**src/common/ufs_pkg.sv**
```systemverilog
// constants, field layout and carrier types for the fifo status and level block
// assumes one peripheral clock; fifo push/pop/flush events come from same-clock logic
// Summary of operation
// RULE1: status bit 4 is high exactly while the receive queue holds its full depth.
// RULE2: status bit 3 is high whenever the receive queue holds one or more entries.
// RULE3: status bit 2 is high while the transmit queue is empty and resets to one.
// RULE4: status bit 1 is high while the transmit queue has room and resets to one.
// RULE5: status bit 0 shows a character being sent or received and resets to zero.
// RULE6: the activity bit may stay low until a start bit is validated at mid-bit.
// RULE7: with a separate serial clock the activity bit rises a few slow cycles late.
// RULE8: a read-only 16-bit transmit level counts entries and resets to zero.
// RULE9: a read-only 16-bit receive level counts entries and resets to zero.
// RULE10: each queue is sixteen deep; that depth sets full and bounds the levels.
// RULE11: a queue flush clears its count at once so its empty flags assert.
// RULE12: all four flags come from the same counters that feed the level registers.
package ufs_pkg;
  localparam int unsigned UFS_AW = 32;
  localparam int unsigned UFS_DW = 32;
  localparam logic [31:0] UFS_STATUS_ADDR = 32'h5000117c;
  localparam logic [31:0] UFS_TXLVL_ADDR = 32'h50001180;
  localparam logic [31:0] UFS_RXLVL_ADDR = 32'h50001184;
  localparam logic [31:0] UFS_IRQ_STAT_ADDR = 32'h50001194;
  localparam logic [31:0] UFS_IRQ_MASK_ADDR = 32'h50001198;
  localparam logic [15:0] UFS_DEPTH = 16'h0010;
  localparam int unsigned UFS_BIT_RFF = 4;
  localparam int unsigned UFS_BIT_RFNE = 3;
  localparam int unsigned UFS_BIT_TFE = 2;
  localparam int unsigned UFS_BIT_TFNF = 1;
  localparam int unsigned UFS_BIT_BUSY = 0;
  localparam logic [4:0] UFS_STATUS_RST = 5'h06;
  localparam int unsigned UFS_NIRQ = 4;
  // irq bits: 0 rx full, 1 rx data, 2 tx empty, 3 busy fell
  localparam logic [3:0] UFS_MASK_RST = 4'h0;

  typedef struct packed {
    logic push;
    logic pop;
    logic flush;
  } ufs_qev_t;

  typedef struct packed {
    logic [UFS_AW-1:0] addr;
    logic [UFS_DW-1:0] wdata;
    logic wr;
    logic rd;
  } ufs_bus_t;
endpackage

```
**src/logic/ufs_status.sv**
```systemverilog
// fifo occupancy counters, status flags, level registers and interrupt
// assumes queue events and the busy level come from logic on ref_clk
//
// The implementer's own choice: strobed register access.
module ufs_status
  import ufs_pkg::*;
(
  input wire logic ref_clk, // peripheral clock, 250 MHz
  input wire logic nrst, // async reset, active low
  input wire ufs_bus_t bus, // register port request
  input wire ufs_qev_t tx_ev, // transmit queue push/pop/flush
  input wire ufs_qev_t rx_ev, // receive queue push/pop/flush
  input wire logic serial_active, // validated char in flight
  output logic [UFS_DW-1:0] rdata, // read data, cycle after rd
  output logic [4:0] status_flags, // live status word bits
  output logic irq // level interrupt
);
  // ==========================================
  // occupancy counters
  logic [15:0] tx_cnt_reg, tx_cnt_next, rx_cnt_reg, rx_cnt_next;

  function automatic logic [15:0] step(input logic [15:0] c, input ufs_qev_t e);
    logic [15:0] r;
    r = c;
    if (e.flush) begin
      r = 16'h0000; // see RULE11
    end else if (e.push && !e.pop && c < UFS_DEPTH) begin
      r = c + 16'h0001; // see RULE10
    end else if (e.pop && !e.push && c != 16'h0000) begin
      r = c - 16'h0001;
    end else if (e.push && e.pop && c == 16'h0000) begin
      r = 16'h0001;
    end
    return r;
  endfunction

  always_comb begin
    tx_cnt_next = step(tx_cnt_reg, tx_ev); // see RULE8
    rx_cnt_next = step(rx_cnt_reg, rx_ev); // see RULE9
  end

  // ==========================================
  // queue flags from the counter next values, so flags and levels move together
  logic [4:0] flags_next;
  logic busy_reg;
  always_comb begin
    flags_next = '0;
    flags_next[UFS_BIT_RFF] = (rx_cnt_next == UFS_DEPTH); // see RULE1 RULE12
    flags_next[UFS_BIT_RFNE] = (rx_cnt_next != 16'h0000); // see RULE2
    flags_next[UFS_BIT_TFE] = (tx_cnt_next == 16'h0000); // see RULE3
    flags_next[UFS_BIT_TFNF] = (tx_cnt_next != UFS_DEPTH); // see RULE4
    // busy comes from the serial engine only after mid-bit validation
    flags_next[UFS_BIT_BUSY] = busy_reg; // see RULE5 RULE6
  end

  // ==========================================
  // busy input is same-clock; single clock so no extra crossing delay
  logic busy_next;
  always_comb begin
    busy_next = serial_active; // see RULE7
  end

  // ==========================================
  // interrupt status and mask
  logic [3:0] ist_reg, ist_next, msk_reg, msk_next, ev;
  logic irq_next;
  always_comb begin
    ev = {busy_reg & ~busy_next, flags_next[UFS_BIT_TFE] & ~status_flags[UFS_BIT_TFE],
          flags_next[UFS_BIT_RFNE] & ~status_flags[UFS_BIT_RFNE],
          flags_next[UFS_BIT_RFF] & ~status_flags[UFS_BIT_RFF]};
    ist_next = ist_reg;
    msk_next = msk_reg;
    if (bus.wr && bus.addr == UFS_IRQ_STAT_ADDR) begin
      ist_next = ist_reg & ~bus.wdata[3:0];
    end else if (bus.wr && bus.addr == UFS_IRQ_MASK_ADDR) begin
      msk_next = bus.wdata[3:0];
    end
    ist_next = ist_next | ev; // set wins over clear
    irq_next = |(ist_next & msk_next);
  end

  // ==========================================
  // read decode; unmapped reads return zero
  logic [UFS_DW-1:0] rdata_next;
  always_comb begin
    rdata_next = '0;
    if (bus.rd) begin
      if (bus.addr == UFS_STATUS_ADDR) begin
        rdata_next = {27'h0, status_flags};
      end else if (bus.addr == UFS_TXLVL_ADDR) begin
        rdata_next = {16'h0000, tx_cnt_reg};
      end else if (bus.addr == UFS_RXLVL_ADDR) begin
        rdata_next = {16'h0000, rx_cnt_reg};
      end else if (bus.addr == UFS_IRQ_STAT_ADDR) begin
        rdata_next = {28'h0000000, ist_reg};
      end else if (bus.addr == UFS_IRQ_MASK_ADDR) begin
        rdata_next = {28'h0000000, msk_reg};
      end
    end
  end

  // ==========================================
  // state registers, one process per group
  always_ff @(posedge ref_clk or negedge nrst) begin
    if (!nrst) begin
      tx_cnt_reg <= 16'h0000;
      rx_cnt_reg <= 16'h0000;
    end else begin
      tx_cnt_reg <= tx_cnt_next;
      rx_cnt_reg <= rx_cnt_next;
    end
  end

  always_ff @(posedge ref_clk or negedge nrst) begin
    if (!nrst) begin
      status_flags <= UFS_STATUS_RST;
    end else begin
      status_flags <= flags_next;
    end
  end

  always_ff @(posedge ref_clk or negedge nrst) begin
    if (!nrst) begin
      busy_reg <= 1'b0;
    end else begin
      busy_reg <= busy_next;
    end
  end

  always_ff @(posedge ref_clk or negedge nrst) begin
    if (!nrst) begin
      ist_reg <= 4'h0;
      msk_reg <= UFS_MASK_RST;
      irq <= 1'b0;
    end else begin
      ist_reg <= ist_next;
      msk_reg <= msk_next;
      irq <= irq_next;
    end
  end

  always_ff @(posedge ref_clk or negedge nrst) begin
    if (!nrst) begin
      rdata <= '0;
    end else begin
      rdata <= rdata_next;
    end
  end

  // ==========================================
  // assertions
  rx_full_flag_a: assert property (@(posedge ref_clk) disable iff (!nrst)
    status_flags[UFS_BIT_RFF] == (rx_cnt_reg == UFS_DEPTH)) // see RULE1
    else $error("rx full flag disagrees with level");
  rx_nonempty_a: assert property (@(posedge ref_clk) disable iff (!nrst)
    status_flags[UFS_BIT_RFNE] == (rx_cnt_reg != 16'h0000)) // see RULE2
    else $error("rx not empty flag disagrees with level");
  tx_empty_flag_a: assert property (@(posedge ref_clk) disable iff (!nrst)
    status_flags[UFS_BIT_TFE] == (tx_cnt_reg == 16'h0000)) // see RULE3
    else $error("tx empty flag disagrees with level");
  tx_space_flag_a: assert property (@(posedge ref_clk) disable iff (!nrst)
    status_flags[UFS_BIT_TFNF] == (tx_cnt_reg != UFS_DEPTH)) // see RULE4
    else $error("tx space flag disagrees with level");
  busy_follow_a: assert property (@(posedge ref_clk) disable iff (!nrst)
    serial_active |=> ##1 status_flags[UFS_BIT_BUSY]) // see RULE5
    else $error("busy flag did not follow activity");
  tx_level_step_a: assert property (@(posedge ref_clk) disable iff (!nrst)
    (tx_ev.push && !tx_ev.pop && !tx_ev.flush && tx_cnt_reg < UFS_DEPTH)
    |=> tx_cnt_reg == $past(tx_cnt_reg) + 16'h0001) // see RULE8
    else $error("tx level did not count a push");
  rx_level_bound_a: assert property (@(posedge ref_clk) disable iff (!nrst)
    rx_cnt_reg <= UFS_DEPTH && tx_cnt_reg <= UFS_DEPTH) // see RULE9 RULE10
    else $error("level exceeds depth");
  flush_clears_a: assert property (@(posedge ref_clk) disable iff (!nrst)
    rx_ev.flush |=> rx_cnt_reg == 16'h0000 && !status_flags[UFS_BIT_RFNE]) // see RULE11
    else $error("rx flush did not empty the queue");
  read_level_a: assert property (@(posedge ref_clk) disable iff (!nrst)
    (bus.rd && bus.addr == UFS_TXLVL_ADDR) |=> rdata[15:0] == $past(tx_cnt_reg)) // see RULE12
    else $error("tx level read wrong");
  rx_level_read_a: assert property (@(posedge ref_clk) disable iff (!nrst) // see RULE9
    (bus.rd && bus.addr == UFS_RXLVL_ADDR) |=> rdata == {16'h0000, $past(rx_cnt_reg)})
    else $error("rx level read wrong");
  status_read_a: assert property (@(posedge ref_clk) disable iff (!nrst) // see RULE12
    (bus.rd && bus.addr == UFS_STATUS_ADDR) |=> rdata == {27'h0, $past(status_flags)})
    else $error("status read wrong");
  irq_stat_read_a: assert property (@(posedge ref_clk) disable iff (!nrst)
    (bus.rd && bus.addr == UFS_IRQ_STAT_ADDR) |=> rdata == {28'h0, $past(ist_reg)})
    else $error("irq status read wrong");
  mask_read_a: assert property (@(posedge ref_clk) disable iff (!nrst)
    (bus.rd && bus.addr == UFS_IRQ_MASK_ADDR) |=> rdata == {28'h0, $past(msk_reg)})
    else $error("irq mask read wrong");
  rdata_idle_a: assert property (@(posedge ref_clk) disable iff (!nrst)
    !bus.rd |=> rdata == '0)
    else $error("read data not zero outside a read");

  // ==========================================
  // level counter steps
  rx_level_push_a: assert property (@(posedge ref_clk) disable iff (!nrst) // see RULE9
    (rx_ev.push && !rx_ev.pop && !rx_ev.flush && rx_cnt_reg < UFS_DEPTH)
    |=> rx_cnt_reg == $past(rx_cnt_reg) + 16'h0001) else $error("rx level missed a push");
  tx_level_pop_a: assert property (@(posedge ref_clk) disable iff (!nrst) // see RULE8
    (tx_ev.pop && !tx_ev.push && !tx_ev.flush && tx_cnt_reg != 16'h0000)
    |=> tx_cnt_reg == $past(tx_cnt_reg) - 16'h0001) else $error("tx level missed a pop");
  rx_level_pop_a: assert property (@(posedge ref_clk) disable iff (!nrst) // see RULE9
    (rx_ev.pop && !rx_ev.push && !rx_ev.flush && rx_cnt_reg != 16'h0000)
    |=> rx_cnt_reg == $past(rx_cnt_reg) - 16'h0001) else $error("rx level missed a pop");
  tx_level_hold_a: assert property (@(posedge ref_clk) disable iff (!nrst) // see RULE8
    tx_ev == '0 |=> tx_cnt_reg == $past(tx_cnt_reg))
    else $error("tx level moved without an event");
  rx_level_hold_a: assert property (@(posedge ref_clk) disable iff (!nrst) // see RULE9
    rx_ev == '0 |=> rx_cnt_reg == $past(rx_cnt_reg))
    else $error("rx level moved without an event");
  tx_pushpop_keep_a: assert property (@(posedge ref_clk) disable iff (!nrst) // see RULE8
    (tx_ev.push && tx_ev.pop && !tx_ev.flush && tx_cnt_reg != 16'h0000)
    |=> tx_cnt_reg == $past(tx_cnt_reg)) else $error("tx push and pop changed level");
  rx_pushpop_keep_a: assert property (@(posedge ref_clk) disable iff (!nrst) // see RULE9
    (rx_ev.push && rx_ev.pop && !rx_ev.flush && rx_cnt_reg != 16'h0000)
    |=> rx_cnt_reg == $past(rx_cnt_reg)) else $error("rx push and pop changed level");
  tx_pushpop_empty_a: assert property (@(posedge ref_clk) disable iff (!nrst) // see RULE8
    (tx_ev.push && tx_ev.pop && !tx_ev.flush && tx_cnt_reg == 16'h0000)
    |=> tx_cnt_reg == 16'h0001) else $error("tx push and pop on empty wrong");
  rx_pushpop_empty_a: assert property (@(posedge ref_clk) disable iff (!nrst) // see RULE9
    (rx_ev.push && rx_ev.pop && !rx_ev.flush && rx_cnt_reg == 16'h0000)
    |=> rx_cnt_reg == 16'h0001) else $error("rx push and pop on empty wrong");
  tx_pop_empty_a: assert property (@(posedge ref_clk) disable iff (!nrst) // see RULE8
    (tx_ev.pop && !tx_ev.push && !tx_ev.flush && tx_cnt_reg == 16'h0000)
    |=> tx_cnt_reg == 16'h0000) else $error("tx pop on empty moved level");
  rx_pop_empty_a: assert property (@(posedge ref_clk) disable iff (!nrst) // see RULE9
    (rx_ev.pop && !rx_ev.push && !rx_ev.flush && rx_cnt_reg == 16'h0000)
    |=> rx_cnt_reg == 16'h0000) else $error("rx pop on empty moved level");
  tx_full_hold_a: assert property (@(posedge ref_clk) disable iff (!nrst) // see RULE10
    (tx_ev.push && !tx_ev.pop && !tx_ev.flush && tx_cnt_reg == UFS_DEPTH)
    |=> tx_cnt_reg == UFS_DEPTH) else $error("tx push at depth not ignored");
  rx_full_hold_a: assert property (@(posedge ref_clk) disable iff (!nrst) // see RULE10
    (rx_ev.push && !rx_ev.pop && !rx_ev.flush && rx_cnt_reg == UFS_DEPTH)
    |=> rx_cnt_reg == UFS_DEPTH) else $error("rx push at depth not ignored");
  tx_flush_wins_a: assert property (@(posedge ref_clk) disable iff (!nrst) // see RULE11
    tx_ev.flush |=> tx_cnt_reg == 16'h0000 && status_flags[UFS_BIT_TFE])
    else $error("tx flush did not empty the queue");
  ro_write_a: assert property (@(posedge ref_clk) disable iff (!nrst) // see RULE8 RULE9
    (bus.wr && tx_ev == '0 && rx_ev == '0)
    |=> tx_cnt_reg == $past(tx_cnt_reg) && rx_cnt_reg == $past(rx_cnt_reg))
    else $error("write changed a read-only level");

  // ==========================================
  // flag pairs and edges
  rx_flag_pair_a: assert property (@(posedge ref_clk) disable iff (!nrst) // see RULE12
    !(status_flags[UFS_BIT_RFF] && !status_flags[UFS_BIT_RFNE]))
    else $error("rx full while empty");
  tx_flag_pair_a: assert property (@(posedge ref_clk) disable iff (!nrst) // see RULE12
    !(status_flags[UFS_BIT_TFE] && !status_flags[UFS_BIT_TFNF]))
    else $error("tx empty while full");
  rx_fill_flag_a: assert property (@(posedge ref_clk) disable iff (!nrst) // see RULE1
    (rx_ev.push && !rx_ev.pop && !rx_ev.flush && rx_cnt_reg == UFS_DEPTH - 16'h0001)
    |=> status_flags[UFS_BIT_RFF]) else $error("rx full flag did not rise");
  rx_unfull_flag_a: assert property (@(posedge ref_clk) disable iff (!nrst) // see RULE1
    (rx_ev.pop && !rx_ev.push && !rx_ev.flush && rx_cnt_reg == UFS_DEPTH)
    |=> !status_flags[UFS_BIT_RFF]) else $error("rx full flag did not clear");
  rx_drain_flag_a: assert property (@(posedge ref_clk) disable iff (!nrst) // see RULE2
    (rx_ev.pop && !rx_ev.push && !rx_ev.flush && rx_cnt_reg == 16'h0001)
    |=> !status_flags[UFS_BIT_RFNE]) else $error("rx not empty flag did not clear");
  tx_push_flag_a: assert property (@(posedge ref_clk) disable iff (!nrst) // see RULE3
    (tx_ev.push && !tx_ev.pop && !tx_ev.flush && tx_cnt_reg == 16'h0000)
    |=> !status_flags[UFS_BIT_TFE]) else $error("tx empty flag did not clear");
  tx_fill_flag_a: assert property (@(posedge ref_clk) disable iff (!nrst) // see RULE4
    (tx_ev.push && !tx_ev.pop && !tx_ev.flush && tx_cnt_reg == UFS_DEPTH - 16'h0001)
    |=> !status_flags[UFS_BIT_TFNF]) else $error("tx space flag did not clear");
  busy_drop_a: assert property (@(posedge ref_clk) disable iff (!nrst) // see RULE5
    !serial_active |=> ##1 !status_flags[UFS_BIT_BUSY])
    else $error("busy flag did not drop");

  // ==========================================
  // interrupt status, mask and line
  irq_level_a: assert property (@(posedge ref_clk) disable iff (!nrst)
    irq == |(ist_reg & msk_reg))
    else $error("irq line disagrees with status and mask");
  mask_write_a: assert property (@(posedge ref_clk) disable iff (!nrst)
    (bus.wr && bus.addr == UFS_IRQ_MASK_ADDR) |=> msk_reg == $past(bus.wdata[3:0]))
    else $error("mask write did not land");
  set_wins_a: assert property (@(posedge ref_clk) disable iff (!nrst)
    (bus.wr && bus.addr == UFS_IRQ_STAT_ADDR && bus.wdata[1] && rx_ev.push && !rx_ev.flush
    && rx_cnt_reg == 16'h0000) |=> ist_reg[1]) else $error("clear beat a new event");
  ist_sticky_a: assert property (@(posedge ref_clk) disable iff (!nrst)
    (ist_reg[1] && !(bus.wr && bus.addr == UFS_IRQ_STAT_ADDR && bus.wdata[1]))
    |=> ist_reg[1]) else $error("irq status bit lost without a clear");
  ist_clear_a: assert property (@(posedge ref_clk) disable iff (!nrst)
    (ist_reg[1] && bus.wr && bus.addr == UFS_IRQ_STAT_ADDR && bus.wdata[1] && rx_ev == '0)
    |=> !ist_reg[1]) else $error("irq status bit not cleared");
  rx_data_irq_a: assert property (@(posedge ref_clk) disable iff (!nrst) // see RULE2
    (rx_cnt_reg == 16'h0000 && rx_ev.push && !rx_ev.flush) |=> ist_reg[1])
    else $error("rx data event missed");
  rx_full_irq_a: assert property (@(posedge ref_clk) disable iff (!nrst) // see RULE1
    (rx_ev.push && !rx_ev.pop && !rx_ev.flush && rx_cnt_reg == UFS_DEPTH - 16'h0001)
    |=> ist_reg[0]) else $error("rx full event missed");
  tx_empty_irq_a: assert property (@(posedge ref_clk) disable iff (!nrst) // see RULE3
    (tx_ev.pop && !tx_ev.push && !tx_ev.flush && tx_cnt_reg == 16'h0001)
    |=> ist_reg[2]) else $error("tx empty event missed");
  busy_fell_irq_a: assert property (@(posedge ref_clk) disable iff (!nrst) // see RULE5
    (busy_reg && !serial_active) |=> ist_reg[3])
    else $error("busy fell event missed");

  // ==========================================
  // main scenarios
  rx_fills_c: cover property (@(posedge ref_clk) disable iff (!nrst) status_flags[UFS_BIT_RFF]);
  tx_full_c: cover property (@(posedge ref_clk) disable iff (!nrst) !status_flags[UFS_BIT_TFNF]);
  irq_c: cover property (@(posedge ref_clk) disable iff (!nrst) irq);
  busy_c: cover property (@(posedge ref_clk) disable iff (!nrst) status_flags[UFS_BIT_BUSY]);
  rx_flush_c: cover property (@(posedge ref_clk) disable iff (!nrst)
    rx_ev.flush && rx_cnt_reg != 16'h0000);
endmodule

```
**config.mk**
```make
export PLATFORM = sky130hd
export DESIGN_NAME = ufs_status
export DESIGN_NICKNAME = d
export VERILOG_FILES = /design/src/common/ufs_pkg.sv /design/src/logic/ufs_status.sv
export SDC_FILE = /design/constraint.sdc
export NUM_CORES = 1
export LEC_CHECK = 0
export ABC_AREA = 1
export BUFFER_PORTS_ARGS = -buffer_cell sky130_fd_sc_hd__buf_2
export CAP_MARGIN = 20
export CORE_MARGIN = 5
export CORE_UTILIZATION = 35
export CTS_CLUSTER_SIZE = 24
export DETAILED_ROUTE_END_ITERATION = 7
export GPL_TIMING_DRIVEN = 1
export PLACE_DENSITY = 0.64
export SLEW_MARGIN = 20
export SYNTH_ARGS = -nofsm -noshare
export SYNTH_HDL_FRONTEND = slang
export SYNTH_SLANG_ARGS = --single-unit
```
**constraint.sdc**
```tcl
create_clock -name ref_clk -period 3.4 [get_ports ref_clk]
set_clock_uncertainty 0.05 [all_clocks]
set_input_delay 0.85 -clock ref_clk [delete_from_list [all_inputs] [get_ports ref_clk]]
set_output_delay 0.85 -clock ref_clk [all_outputs]
set_load 0.02 [all_outputs]
```
==> reports/metrics.csv <==
stage,metric,value,unit
status,status,"finished, final reports clean",
critical_path,critPathMaxFanout,16,
placed_design,place.port_buffers,68,
cells_and_area,multi_input_area,2370,sq um
synth,synth_ff_type,dfrtp_1,
placed_design,dpl.hpwl,8700,um
synth,yosysWarnings,0,
critical_path,r2r_cells,19,
critical_path,cp-start-kind,flop,
synth,synth_top_area_frac,0.336,
global_routing,first_global_vias,3913,
clocking,post_cts_resized,0,
critical_path,crit_path_end,irq,
timing,tns,0,ps
drt,wirelength,11300,um
cells_and_area,drive_gt1_frac,0.152,
placed_design,dpl-instance-area,4980,sq um
clocking,cts_tree,built,
power,peakVddDrop,0.189,mV
drt,viasPerCell,4.51,
placed_design,pre_cts_ws,484,ps
global_routing,grt_pass1_wl,18900,um
synth,synthSimpleGateAreaFrac,0.408,
synth,async_flop_share,1.00,
worst_hold_path,hp-class,reg -> reg,
synth,yosysTopAreaCell,dfrtp_1,
drt,final_antenna_net_count,0,
timing,final_hold_viol_count,0,
synth,synthXorXnorAreaFrac,0.0289,
critical_path,ff2ff_setup_slack,820,ps
clocking,root_buffer,clkbuf_16,
die,core_area,12700,sq um
critical_path,crit_arrival,2750,ps
clocking,worstSkewPairLatency,330,ps
die,die-area,15400,sq um
cells_and_area,fin_nets,849,
clocking,clk_pin_slew,60,ps
critical_path,critical_path_class,reg -> reg,
clocking,cts_sinks,63,
global_routing,overflow,0,
critical_path,required,3570,ps
cells_and_area,finalInstanceArea,5240,sq um
synth,synth.most_common_cell,nand2_1,
power,p_leak,3.10,nW
die,dieWidth,124,um
timing,max_freq,387,MHz
synth,synth_mux_area_frac,0,
die,rows,41,
synth,synth_top_family_by_area,simple AND/OR/NAND/NOR gates,
drt,firstDrtPassIters,4,
critical_path,reg2reg_from,rx_cnt_reg[0],
placed_design,globalplace.congestion,0.843,
critical_path,critPathCaptureType,flop,
timing,fin_crit_sh,0.760,
synth,synth_seq_area_share,0.348,
critical_path,crit_start,rx_cnt_reg[0],
cells_and_area,area_delta_synth_final,15.5,%
drt,wire_per_inst,12.0,um
synth,synth-edff-count,0,
clocking,clockBufferDepth,2,
synth,syn-mean-instance-area,6.50,sq um
cells_and_area,nFillCells,1376,
global_routing,grt_max_degree,29,
synth,synth_compound_area_frac,0.0548,
drt,dr.first_iter.drc_count,297,
die,initial_core_util,0.358,
global_routing,grt.total_usage,0.157,
cells_and_area,antennaDiodeCount,0,
clocking,htreeDepth,3,
synth,ys_types,39,
power,p_total,2.56,mW
timing,min_period,2580,ps
power,p_per_area,487,nW/um^2
synth,synth-seq-cells,63,
job,cap_violations,0,
die,die_y,124,um
synth,ys_top_cells_by_area,"dfrtp_1, nand2_1, inv_1, nand3_1, nor2_1",
timing,drv_slew,0,
timing,tightest_slew,524,ps
global_routing,antenna_found_initial,0,
clocking,cts_hold_buf,0,
timing,grt_setup_unrepaired,false,
timing,report.final.setup_viol,0,
die,num_io_pins,113,
clocking,numCtsBuffers,9,
cells_and_area,seqCellArea,1580,sq um
timing,maxSlewHeadroom,0.650,
synth,yosys-top-cells-count,"nand2_1, inv_1, nor2_1, nand3_1, dfrtp_1",
synth,synth_fa_ha_area_frac,0.0165,
synth,synth.cell_area,4540,sq um
synth,synthCells,699,
clocking,post_cts_buffers,0,
drt,drc,0,
timing,final.setup.worst_slack,816,ps
drt,via_count,4256,
critical_path,crit-reg2reg-capture,irq,
[cells in the final DEF (no fill, tap or decap), types with 2 or more instances in the layout]
cell type,instances
xor2_1,11
o211ai_1,3
conb_1,16
nand3_2,3
ha_1,6
xnor2_1,4
clkinv_2,3
inv_2,2
clkinv_1,2
dfstp_2,2
nor2_2,8
nand3_1,75
nand2_4,2
a21oi_1,18
nor4_2,2
o21ai_0,17
dfrtp_1,61
buf_2,68
nor3_1,2
buf_4,4
o21ai_1,4
clkbuf_16,9
nand2_2,3
nand4_1,7
nand2_1,226
nor2_4,5
inv_1,115
nor2_1,80
nor4_1,3
[power by group]
part,switching (mW),leakage (nW),internal [mW]
Combinational,0.536,2.14,0.276
Clock,0.328,0.131,0.504
Sequential,0.0987,0.826,0.812
Total,0.963,3.10,1.59
[critical path: stages (launching register included)]
cell and delay [ps]:
dfrtp_1 440, inv_1 270, ha_1 220, nand2_2 70
nor2_4 130, nand2_4 100, nand2_8 130, inv_2 120
nand2_1 80, nand3_1 100, nand2_1 110, nor2_1 40
nand2_1 140, clkinv_1 110, nand3_1 100, nand2_1 70
nand2_1 60, nand2_1 50, inv_1 50, nand2_1 40
[metrics by stage]
step | hold slack, ps | utilization | instances
2_1_floorplan | 304 | - | 714
3_3_place_gp | 308 | 0.393 | 929
3_5_place_dp | 311 | 0.393 | 929
4_1_cts | 324 | 0.414 | 944
5_1_grt | 336 | 0.414 | 944
6_report | 324 | 0.414 | 944
[kinds of logic after synthesis]
logic type / count (synthesis)
other: 1
adder cells (fa/ha/maj): 6
AND/OR/NAND/NOR: 420
AO/OA/AOI/OAI: 46
flip-flops: 63
XOR/XNOR: 15
buffers and inverters: 148
[cell type report]
class	instances	share of cell area
multi-input cells	503	0.451
clock buffers	11	0.0463
repair buffers	72	0.0706
inverters	119	0.0852
well taps	172	0.0410
clock inverters	4	0.00429
flip-flops and latches	63	0.301
[worst min path at each step]
stage / endpoint / from / cells after the start / slack [ps]
floorplan: status_flags[0] / busy_reg / 0 / 300
detailed placement: status_flags[0] / busy_reg / 0 / 310
finish: status_flags[0] / busy_reg / 0 / 320
global route: status_flags[0] / busy_reg / 0 / 340
CTS: status_flags[0] / busy_reg / 0 / 320
global placement: status_flags[0] / busy_reg / 0 / 310
[per-layer routing]
metal | GRT usage | up-vias | wire length (um)
li1 | - | 2269 | -
met1 | 0.226 | 1878 | 5600
met2 | 0.238 | 102 | 4950
met3 | 0.0309 | 7 | 654
met4 | 0.0527 | 0 | 91
met5 | 0 | - | 0
Power figures use the tool's default switching activity.
